<file path="src/rcc_pkg.sv">
// Package: register map, field positions and reset values of the reset cause block
package rcc_pkg;
    localparam int unsigned RCC_AW = 4;
    localparam int unsigned RCC_DW = 16;
    // Register addresses
    localparam logic [3:0] RCC_ADDR_CTRL = 4'h0;
    localparam logic [3:0] RCC_ADDR_IRQ_STAT = 4'h1;
    localparam logic [3:0] RCC_ADDR_IRQ_EN = 4'h2;
    localparam logic [3:0] RCC_ADDR_IRQ_CLR = 4'h3;
    // Field positions of reset_cause_and_control
    localparam int unsigned RCC_BIT_SBO = 13;
    localparam int unsigned RCC_BIT_FRS = 11;
    localparam int unsigned RCC_BIT_CMF = 9;
    localparam int unsigned RCC_BIT_MRS = 8;
    localparam int unsigned RCC_BIT_PIN = 7;
    localparam int unsigned RCC_BIT_SFT = 6;
    localparam int unsigned RCC_BIT_WDE = 5;
    localparam int unsigned RCC_BIT_BOF = 1;
    localparam int unsigned RCC_BIT_POF = 0;
    // Implemented bits of this block; 15, 14, 12, 10 and 4 to 2 read zero
    localparam logic [15:0] RCC_CTRL_MASK = 16'h2be3;
    // Power-on value: only the two lowest flags set
    localparam logic [15:0] RCC_CTRL_RST = 16'h0003;
    // Interrupt events: 0 pin reset, 1 soft reset, 2 config mismatch
    localparam int unsigned RCC_NEV = 3;
    localparam logic [2:0] RCC_EV_ZERO = 3'h0;
    localparam logic [15:0] RCC_ZERO16 = 16'h0000;
endpackage : rcc_pkg

</file>
<file path="src/rcc_flag.sv">
// Module: one sticky flag, hardware set wins over software write
`timescale 1ns/1ns
module rcc_flag
    import rcc_pkg::*;
#(
    parameter logic RST_VAL = 1'b0
) (
    input wire logic i_clk_sys,
    input wire logic i_rst,
    input wire logic i_set,
    input wire logic i_wr,
    input wire logic i_wdata,
    output logic o_q
);
    logic next_q;
    assign next_q = i_set ? 1'b1 : (i_wr ? i_wdata : o_q);
    always_ff @(posedge i_clk_sys or posedge i_rst) begin
        if (i_rst) begin
            o_q <= RST_VAL;
        end else begin
            o_q <= next_q;
        end
    end
endmodule : rcc_flag

</file>
<file path="src/rcc_regs.sv">
// Module: reset cause and control register bank with event interrupts
//
// Summary of operation
// - Main regulator sleep select bit 8 drives output
// - Pin reset sets pin reset flag bit 7
// - Reset instruction sets soft reset flag 6
// - Soft watchdog enable bit 5 steers watchdog
// - Flags software writable; writes never cause reset
// - Fuse watchdog enable one forces watchdog on
// - Soft brownout enable ignored when fuse zero
// - Power-on clears all except two lowest flags
`timescale 1ns/1ns
module rcc_regs
    import rcc_pkg::*;
(
    input wire logic i_clk_sys,
    input wire logic i_rst,
    input wire logic [RCC_AW-1:0] i_addr,
    input wire logic [RCC_DW-1:0] i_wdata,
    input wire logic i_wr,
    input wire logic i_rd,
    output logic [RCC_DW-1:0] o_rdata,
    input wire logic i_pin_reset_evt,
    input wire logic i_soft_reset_evt,
    input wire logic i_cfg_mismatch_evt,
    input wire logic i_fuse_watchdog_enable,
    input wire logic i_fuse_brownout_enable,
    output logic o_watchdog_on,
    output logic o_brownout_on,
    output logic o_main_regulator_sleep_active,
    output logic o_flash_regulator_sleep_active,
    output logic o_irq
);
    logic [RCC_DW-1:0] ctrl;
    logic [RCC_DW-1:0] hw_set;
    logic [RCC_NEV-1:0] irq_stat;
    logic [RCC_NEV-1:0] irq_en;
    logic [RCC_NEV-1:0] evt;
    logic [RCC_NEV-1:0] next_irq_stat;
    logic [RCC_DW-1:0] rd_mux;
    logic wr_ctrl;
    logic wr_en;
    logic wr_clr;
    logic next_watchdog;
    logic next_brownout;
    logic irq_any;
    logic [RCC_DW-1:0] next_rdata;

    assign wr_ctrl = i_wr && (i_addr == RCC_ADDR_CTRL);
    assign wr_en = i_wr && (i_addr == RCC_ADDR_IRQ_EN);
    assign wr_clr = i_wr && (i_addr == RCC_ADDR_IRQ_CLR);
    assign evt = {i_cfg_mismatch_evt, i_soft_reset_evt, i_pin_reset_evt};

    // Hardware set sources; writing ones only stores them, no reset output exists
    always_comb begin
        hw_set = RCC_ZERO16;
        hw_set[RCC_BIT_PIN] = i_pin_reset_evt;
        hw_set[RCC_BIT_SFT] = i_soft_reset_evt;
        hw_set[RCC_BIT_CMF] = i_cfg_mismatch_evt;
    end

    // One flop per implemented bit; unimplemented ones tie to zero
    genvar gi;
    generate
        for (gi = 0; gi < RCC_DW; gi++) begin : g_bit
            if (RCC_CTRL_MASK[gi]) begin : g_impl
                rcc_flag #(
                    .RST_VAL(RCC_CTRL_RST[gi])
                ) u_flag (
                    .i_clk_sys(i_clk_sys),
                    .i_rst(i_rst),
                    .i_set(hw_set[gi]),
                    .i_wr(wr_ctrl),
                    .i_wdata(i_wdata[gi]),
                    .o_q(ctrl[gi])
                );
            end else begin : g_none
                assign ctrl[gi] = 1'b0;
            end
        end
    endgenerate

    assign next_watchdog = i_fuse_watchdog_enable | ctrl[RCC_BIT_WDE];
    assign next_brownout = i_fuse_brownout_enable & ctrl[RCC_BIT_SBO];
    // Set wins over a clear written in the same cycle
    assign next_irq_stat = evt | (irq_stat & ~(wr_clr ? i_wdata[RCC_NEV-1:0] : RCC_EV_ZERO));
    assign irq_any = |(irq_stat & irq_en);
    assign next_rdata = i_rd ? rd_mux : RCC_ZERO16;

    always_comb begin
        rd_mux = RCC_ZERO16;
        if (i_addr == RCC_ADDR_CTRL) begin
            rd_mux = ctrl;
        end else if (i_addr == RCC_ADDR_IRQ_STAT) begin
            rd_mux[RCC_NEV-1:0] = irq_stat;
        end else if (i_addr == RCC_ADDR_IRQ_EN) begin
            rd_mux[RCC_NEV-1:0] = irq_en;
        end
    end

    always_ff @(posedge i_clk_sys or posedge i_rst) begin
        if (i_rst) begin
            irq_stat <= RCC_EV_ZERO;
        end else begin
            irq_stat <= next_irq_stat;
        end
    end

    always_ff @(posedge i_clk_sys or posedge i_rst) begin
        if (i_rst) begin
            irq_en <= RCC_EV_ZERO;
        end else if (wr_en) begin
            irq_en <= i_wdata[RCC_NEV-1:0];
        end
    end

    // Interrupt pin follows the enabled status one cycle later
    always_ff @(posedge i_clk_sys or posedge i_rst) begin
        if (i_rst) begin
            o_irq <= 1'b0;
        end else begin
            o_irq <= irq_any;
        end
    end

    // Read data stands only in the cycle after the strobe
    always_ff @(posedge i_clk_sys or posedge i_rst) begin
        if (i_rst) begin
            o_rdata <= RCC_ZERO16;
        end else begin
            o_rdata <= next_rdata;
        end
    end

    always_ff @(posedge i_clk_sys or posedge i_rst) begin
        if (i_rst) begin
            o_watchdog_on <= 1'b0;
            o_brownout_on <= 1'b0;
        end else begin
            o_watchdog_on <= next_watchdog;
            o_brownout_on <= next_brownout;
        end
    end

    always_ff @(posedge i_clk_sys or posedge i_rst) begin
        if (i_rst) begin
            o_main_regulator_sleep_active <= 1'b0;
            o_flash_regulator_sleep_active <= 1'b0;
        end else begin
            o_main_regulator_sleep_active <= ctrl[RCC_BIT_MRS];
            o_flash_regulator_sleep_active <= ctrl[RCC_BIT_FRS];
        end
    end

    // Reset cause flags
    AST_PIN_SET: assert property (@(posedge i_clk_sys) disable iff (i_rst)
        i_pin_reset_evt |=> ctrl[RCC_BIT_PIN])
        else $error("pin reset flag not set");
    AST_PIN_HOLD: assert property (@(posedge i_clk_sys) disable iff (i_rst)
        (!ctrl[RCC_BIT_PIN] && !i_pin_reset_evt && !(wr_ctrl && i_wdata[RCC_BIT_PIN])) |=> !ctrl[RCC_BIT_PIN])
        else $error("pin reset flag set without cause");
    AST_SOFT_SET: assert property (@(posedge i_clk_sys) disable iff (i_rst)
        i_soft_reset_evt |=> ctrl[RCC_BIT_SFT])
        else $error("soft reset flag not set");
    AST_SOFT_HOLD: assert property (@(posedge i_clk_sys) disable iff (i_rst)
        (!ctrl[RCC_BIT_SFT] && !i_soft_reset_evt && !(wr_ctrl && i_wdata[RCC_BIT_SFT])) |=> !ctrl[RCC_BIT_SFT])
        else $error("soft reset flag set without cause");
    AST_EVENT_STATUS: assert property (@(posedge i_clk_sys) disable iff (i_rst)
        (evt != RCC_EV_ZERO) |=> ((irq_stat & $past(evt)) == $past(evt)))
        else $error("event status bit not set");

    // Fuse overrides and enables
    AST_WATCHDOG_SOFT: assert property (@(posedge i_clk_sys) disable iff (i_rst)
        (!i_fuse_watchdog_enable && wr_ctrl) ##1 !i_fuse_watchdog_enable
        |=> (o_watchdog_on == $past(i_wdata[RCC_BIT_WDE], 2)))
        else $error("watchdog does not follow soft enable");
    AST_WATCHDOG_FOLLOW: assert property (@(posedge i_clk_sys) disable iff (i_rst)
        !i_fuse_watchdog_enable |=> (o_watchdog_on == $past(ctrl[RCC_BIT_WDE])))
        else $error("watchdog does not track soft enable");
    AST_WATCHDOG_FUSE: assert property (@(posedge i_clk_sys) disable iff (i_rst)
        i_fuse_watchdog_enable |=> o_watchdog_on)
        else $error("watchdog off with fuse enable");
    AST_BROWNOUT_FUSE: assert property (@(posedge i_clk_sys) disable iff (i_rst)
        !i_fuse_brownout_enable |=> !o_brownout_on)
        else $error("brownout on with fuse disabled");
    AST_BROWNOUT_SOFT: assert property (@(posedge i_clk_sys) disable iff (i_rst)
        i_fuse_brownout_enable |=> (o_brownout_on == $past(ctrl[RCC_BIT_SBO])))
        else $error("brownout does not track soft enable");

    // Register access
    AST_WRITE: assert property (@(posedge i_clk_sys) disable iff (i_rst)
        (wr_ctrl && !i_pin_reset_evt) |=> (ctrl[RCC_BIT_PIN] == $past(i_wdata[RCC_BIT_PIN])))
        else $error("flag write not stored");
    AST_SOFT_WRITE: assert property (@(posedge i_clk_sys) disable iff (i_rst)
        (wr_ctrl && !i_soft_reset_evt) |=> (ctrl[RCC_BIT_SFT] == $past(i_wdata[RCC_BIT_SFT])))
        else $error("soft flag write not stored");
    AST_CTRL_READ: assert property (@(posedge i_clk_sys) disable iff (i_rst)
        (i_rd && i_addr == RCC_ADDR_CTRL) |=> (o_rdata == $past(ctrl)))
        else $error("control read does not return stored value");
    AST_MAIN_REG: assert property (@(posedge i_clk_sys) disable iff (i_rst)
        wr_ctrl |=> ##1 (o_main_regulator_sleep_active == $past(i_wdata[RCC_BIT_MRS], 2)))
        else $error("main regulator select mismatch");
    AST_FLASH_REG: assert property (@(posedge i_clk_sys) disable iff (i_rst)
        wr_ctrl |=> ##1 (o_flash_regulator_sleep_active == $past(i_wdata[RCC_BIT_FRS], 2)))
        else $error("flash regulator select mismatch");
    AST_UNIMP: assert property (@(posedge i_clk_sys) disable iff (i_rst)
        (i_rd && i_addr == RCC_ADDR_CTRL) |=> ((o_rdata & ~RCC_CTRL_MASK) == RCC_ZERO16))
        else $error("unimplemented bit reads one");

    // Values right after reset
    AST_RESET_VAL: assert property (@(posedge i_clk_sys)
        $fell(i_rst) |-> (ctrl == RCC_CTRL_RST))
        else $error("reset value wrong");
    AST_RESET_OUTS: assert property (@(posedge i_clk_sys)
        $fell(i_rst) |-> (!o_main_regulator_sleep_active && !o_flash_regulator_sleep_active && !o_irq))
        else $error("outputs not cleared by reset");

    // Scenarios worth seeing
    COV_PIN: cover property (@(posedge i_clk_sys) disable iff (i_rst) i_pin_reset_evt ##1 o_irq);
    COV_WR: cover property (@(posedge i_clk_sys) disable iff (i_rst) wr_ctrl ##1 i_rd);
    COV_CLR: cover property (@(posedge i_clk_sys) disable iff (i_rst) (wr_clr && |evt));
    COV_FUSE_OVERRIDE: cover property (@(posedge i_clk_sys) disable iff (i_rst)
        (i_fuse_watchdog_enable && wr_ctrl && !i_wdata[RCC_BIT_WDE]));
    COV_SET_WINS: cover property (@(posedge i_clk_sys) disable iff (i_rst)
        (wr_ctrl && i_soft_reset_evt && !i_wdata[RCC_BIT_SFT]));
endmodule : rcc_regs

</file>
<file path="config.mk">
export PLATFORM = sky130hd
export DESIGN_NAME = rcc_regs
export DESIGN_NICKNAME = d
export VERILOG_FILES = /design/src/rcc_pkg.sv /design/src/rcc_flag.sv /design/src/rcc_regs.sv
export SDC_FILE = /design/constraint.sdc
export NUM_CORES = 1
export LEC_CHECK = 0
export BUFFER_PORTS_ARGS = -buffer_cell sky130_fd_sc_hd__buf_4
export CORE_MARGIN = 2
export CORE_UTILIZATION = 42
export CTS_CLUSTER_DIAMETER = 40
export CTS_CLUSTER_SIZE = 16
export DETAILED_ROUTE_END_ITERATION = 16
export PLACE_DENSITY = 0.78
export SYNTH_ARGS = -nofsm -noshare
export SYNTH_HDL_FRONTEND = slang
export SYNTH_SLANG_ARGS = --single-unit
</file>
<file path="constraint.sdc">
create_clock -name i_clk_sys -period 1 [get_ports i_clk_sys]
set_clock_uncertainty 0.05 [all_clocks]
set_input_delay 0.05 -clock i_clk_sys [delete_from_list [all_inputs] [get_ports i_clk_sys]]
set_output_delay 0.05 -clock i_clk_sys [all_outputs]
set_load 0.02 [all_outputs]
</file>
Word-level counts from Yosys, hierarchy flattened
Cells that the tools add are included.

Logic and storage cells: 46. Bits of input ports: 29. Output and inout bits: 21. Register bits: 36.

Muxes and demuxes: 12. Reduce and logical (&&, ||, !) cells: 8. Equal/unequal tests: 3. Bitwise logic cells: 6.

Operators by type and width (count): 16-bit 2-to-1 mux (1); 3-bit 2-to-1 mux (4); 11-bit 2-to-1 mux (1); 4-bit by 2-bit == test with 1-bit output, second input constant (2); 3-bit AND (2); 1-bit 2-to-1 mux (6); 2-bit nonzero test (3); 4-bit by 1-bit == test with 1-bit output, second input constant (1); 4-bit logical NOT (1); 1-bit logical AND (3); 3-bit inverter (1); 3-bit bitwise OR (1); 3-bit OR reduction (1); 1-bit AND (1); 1-bit bitwise OR (1).

Depth between registers and ports, before layout
Word-level depth: 6. Depth in mapped cells: 4. Gate-level depth less buffers: 3.

Modules after synthesis
A second synthesis with hierarchy kept.

Cells, all modules: 105. Area, all modules: 1260.0 um^2.

Modules (own cells, without submodules): rcc_regs (sequential area each 525.5 um^2, cells each 69, area an instance 863.3 um^2, times used 1); rcc_flag (g_bit[11].g_impl.u_flag ...) (sequential area each 25.0 um^2, cells each 4, area an instance 43.8 um^2, times used 7); rcc_flag (g_bit[0].g_impl.u_flag ...) (sequential area each 26.3 um^2, cells each 4, area an instance 45.0 um^2, times used 2).

Worst setup path after synthesis
Ideal clock, no wire load.

Path type: input to register. Start point: in i_addr[0]. End point: reg irq_en[0]. Buffers on the path: 1. Slack: -65 ps. Required time: 825 ps. Stages on the path: 4. Library setup time: 125 ps. Arrival time: 890 ps. Path through: buf_2 -> and2b_1 -> nand2_1 -> mux2_2.

Cells in the longest elaborated chain, start to end: 2.

RTL lines: start: declaration (line rcc_regs.sv:18) `input wire logic [RCC_AW-1:0] i_addr,`; 4-bit by 2-bit == test with 1-bit output (line rcc_regs.sv:50) `assign wr_en = i_wr && (i_addr == RCC_ADDR_IRQ_EN);`; 1-bit logical AND (line rcc_regs.sv:50); end signal: assignment (line rcc_regs.sv:113) `irq_en <= i_wdata[RCC_NEV-1:0];`; end: declaration (line rcc_regs.sv:37) `logic [RCC_NEV-1:0] irq_en;`.

No other way between the ends. A chain may end at the register's enable or synchronous reset.

Final worst setup path
Start point: reg g_bit[1].g_impl.u_flag.o_q. End point: reg o_rdata[1].

Cells in the longest elaborated chain, start to end: 2.

RTL lines: start: declaration (line rcc_flag.sv:13) `output logic o_q`; start signal: assignment (line rcc_flag.sv:21) `o_q <= next_q;`; 3-bit 2-to-1 mux (line rcc_regs.sv:92) `if (i_addr == RCC_ADDR_CTRL) begin`; 16-bit 2-to-1 mux (line rcc_regs.sv:88) `assign next_rdata = i_rd ? rd_mux : RCC_ZERO16;`; via next_rdata[1] (line rcc_regs.sv:47) `logic [RCC_DW-1:0] next_rdata;`; end signal: assignment (line rcc_regs.sv:131) `o_rdata <= next_rdata;`; end: declaration (line rcc_regs.sv:22) `output logic [RCC_DW-1:0] o_rdata,`.

The timed path passes the listed nets, and every way through them passes these cells.

==> impl_metrics.py <==
metrics = {
    "logic_synthesis": {
        "yosys.area.top_type": "dfrtp_1",
        "synth_top_area_share_pct": 57.9,
        "ys_ff_latch": 30,
        "synthCells": 90,
        "synthTopCellsByArea": "dfrtp_1, mux2_2, dfstp_2, and2_1, a21o_1",
        "async_reset_ff_share_pct": 100,
        "avgSynthCellArea_um2": 13.4,
        "synth_edf_count": 0,
        "synth_ff_type": "dfrtp_1",
        "syn_area_um2": 1210,
        "yosys_warnings": 0,
        "synth_seq_area_share_pct": 62.3,
        "yosysUniqueCellTypes": 24,
    },
    "worst_setup_path": {
        "start_kind": "register",
        "critPathCaptureType": "register",
        "r2r_start": "g_bit[1].g_impl.u_flag.o_q",
        "cp_cell_sequence": "mux2i_1 -> or2_4 -> a21oi_2",
        "reg2reg_slack_ns": -0.06,
        "max_stage_delay_ns": 0.54,
        "cp_slowest_cell": "dfstp_2",
        "crit_fanout": 2,
        "crit_type": "register to register",
        "reg2reg_depth": 3,
        "worstPathArrival_ns": 1.27,
        "r2r-end": "o_rdata[1]",
        "cp.required_ns": 1.21,
    },
    "clock_tree": {
        "clockBufferDepth": 2,
        "clk_latency_ns": 0.32,
        "h-tree-depth": 2,
        "cts.clk_slew.worst_paths_ns": 0.08,
        "numCtsBuffers": 5,
        "clock_sinks": 30,
        "cts_tree": "built",
        "cts-root-buf": "clkbuf_4",
    },
    "power_and_ir_drop": {
        "p_leak_nw": 0.893,
        "irDropWorstVdd_v": 0.00127,
        "power_density_nw_per_um2": 1600,
        "finalPower_mw": 2.96,
    },
    "global_routing": {
        "grt_usage_pct": 16.3,
        "grt_overflow": 0,
        "grt_pass1_vias": 880,
        "grt_max_degree": 31,
        "grt_pass1_wl_um": 3930,
        "antenna_found_initial": 0,
    },
    "finish": {
        "mostFrequentLayoutCells": "buf_4, dfrtp_1, dlygate4sd3_1",
        "nNetsFinal": 187,
        "area_growth_pct": 53.4,
        "stdcell_count": 189,
        "drive_above_1_share_pct": 49.4,
        "final_util_pct": 67.3,
        "final_common_cell": "buf_4",
        "antenna_cells": 0,
    },
    "place": {
        "numPlacedInstances": 165,
        "dp_hpwl_um": 1720,
        "port_buffers": 37,
        "gp_congestion": 0.877,
    },
    "outcome": {
        "violations": "negative setup slack",
        "status": "finished, violations left",
    },
    "die": {
        "die_y_um": 57.7,
        "core_area_um2": 2760,
        "start_util_pct": 43.9,
        "die_area_um2": 3330,
        "die_w_um": 57.7,
        "rows": 19,
        "io_pins": 50,
    },
    "timing": {
        "period_needed_ns": 1.06,
        "period_share_pct": 106,
        "finalMaxSlewViolations": 0,
        "fin_ws_ns": -0.0616,
        "fmax_mhz": 942,
        "hold-worst-slack_ns": 0.0293,
        "rsz0062_at_grt": "yes",
        "setup_violations": 3,
        "hold_viol": 0,
    },
    "routing": {
        "drt_iter0_drc": 15,
        "totalWireLength_um": 2510,
        "avgRoutedWirePerCell_um": 13.3,
        "vias_per_cell": 4.72,
        "drtPass1Iterations": 4,
        "num_vias": 892,
        "drtAntennaViolNets": 0,
        "drc": 0,
    },
    "hold_path": {
        "hold_depth": 3,
        "hold_end": "irq_stat[0]",
        "hp-class": "primary input to register",
        "worstHoldStart": "i_addr[1]",
    },
    "flow_run": {
        "maxCapViolCount": 0,
    },
}
[registers in the layout, summed over array words and instances, names as in the netlist]
signal	count
o_irq	1
o_main_regulator_sleep_active	1
o_flash_regulator_sleep_active	1
o_brownout_on	1
g_bit.g_impl.u_flag.o_q	9
irq_en	3
o_watchdog_on	1
irq_stat	3
o_rdata	10
[through the flow]
step | TNS, ns | setup slack [ns] | cell area [um2]
CTS | -0.150 | -0.0641 | 1840
floorplan | -0.0255 | -0.0128 | 1250
detailed placement | -2.99 | -0.185 | 1590
global placement | -2.56 | -0.148 | 1590
finish | -0.145 | -0.0616 | 1860
global route | -0.343 | -0.132 | 1860
[synthesized netlist by cell type, types with 2 or more instances]
library cell and number:
buf_4 6, inv_1 2, nand4_1 3, a21o_1 6, dfrtp_1 28, mux2_2 9
a31o_2 3, dfstp_2 2, mux2i_1 2, and2_1 8, a21oi_1 3, nand2_1 4
or2_2 3
[report_power, final]
group	leakage [nW]	internal, mW	switching, mW
sequential	0.358	1.36	0.0722
clock	0.0443	0.582	0.391
combinational	0.491	0.316	0.240
[worst max-delay path, delay by kind of cell (launching register included)]
family | cells | cell delay [ns]
compound gates | 1 | 0.10
flops | 1 | 0.54
mux | 1 | 0.07
simple gates | 1 | 0.23
[worst max-delay path by stage]
stage                                    start          end  depth (start not counted)
CTS                 g_bit[0].g_impl.u_flag.o_q   o_rdata[0]                          3
floorplan           g_bit[0].g_impl.u_flag.o_q   o_rdata[0]                          3
global route                       irq_stat[1]        o_irq                          2
finish              g_bit[1].g_impl.u_flag.o_q   o_rdata[1]                          3
global placement                     i_addr[3]   o_rdata[9]                          4
detailed placement                   i_addr[3]  o_rdata[11]                          4
[logic make-up after synthesis]
logic type | Yosys count | share of synthesized area [%]
and+or+nand+nor | 25 | 14.3
other | 1 | 0.310
AOI/OAI and AO/OA | 13 | 7.96
buffers and inverters | 10 | 5.17
DFF | 30 | 62.3
muxes | 11 | 10.0
[metal layers]
layer | global-route usage (%) | vias to the layer above | wire (um)
li1 | - | 435 | -
met1 | 18.3 | 423 | 984
met2 | 27.3 | 27 | 1340
met3 | 6.70 | 7 | 123
met4 | 6.98 | 0 | 64
met5 | 0 | - | 0
[layout make-up]
cell class	count	area (um2)
inverters	2	7.51
clock buffers	6	51.3
multi-input cells	55	428
flip-flops and latches	30	753
clock inverters	1	30.0
well taps	31	38.8
repair buffers	64	547
fillers	206	902
[what timing repair did]
action,in CTS,in global routing
setup endpoints to repair,3,6
resized for setup,0,3
pin swaps,3,0
setup buffers,0,0
endpoints found under the hold margin,49,0
hold buffers,17,0
(Power assumes the default switching activity.)
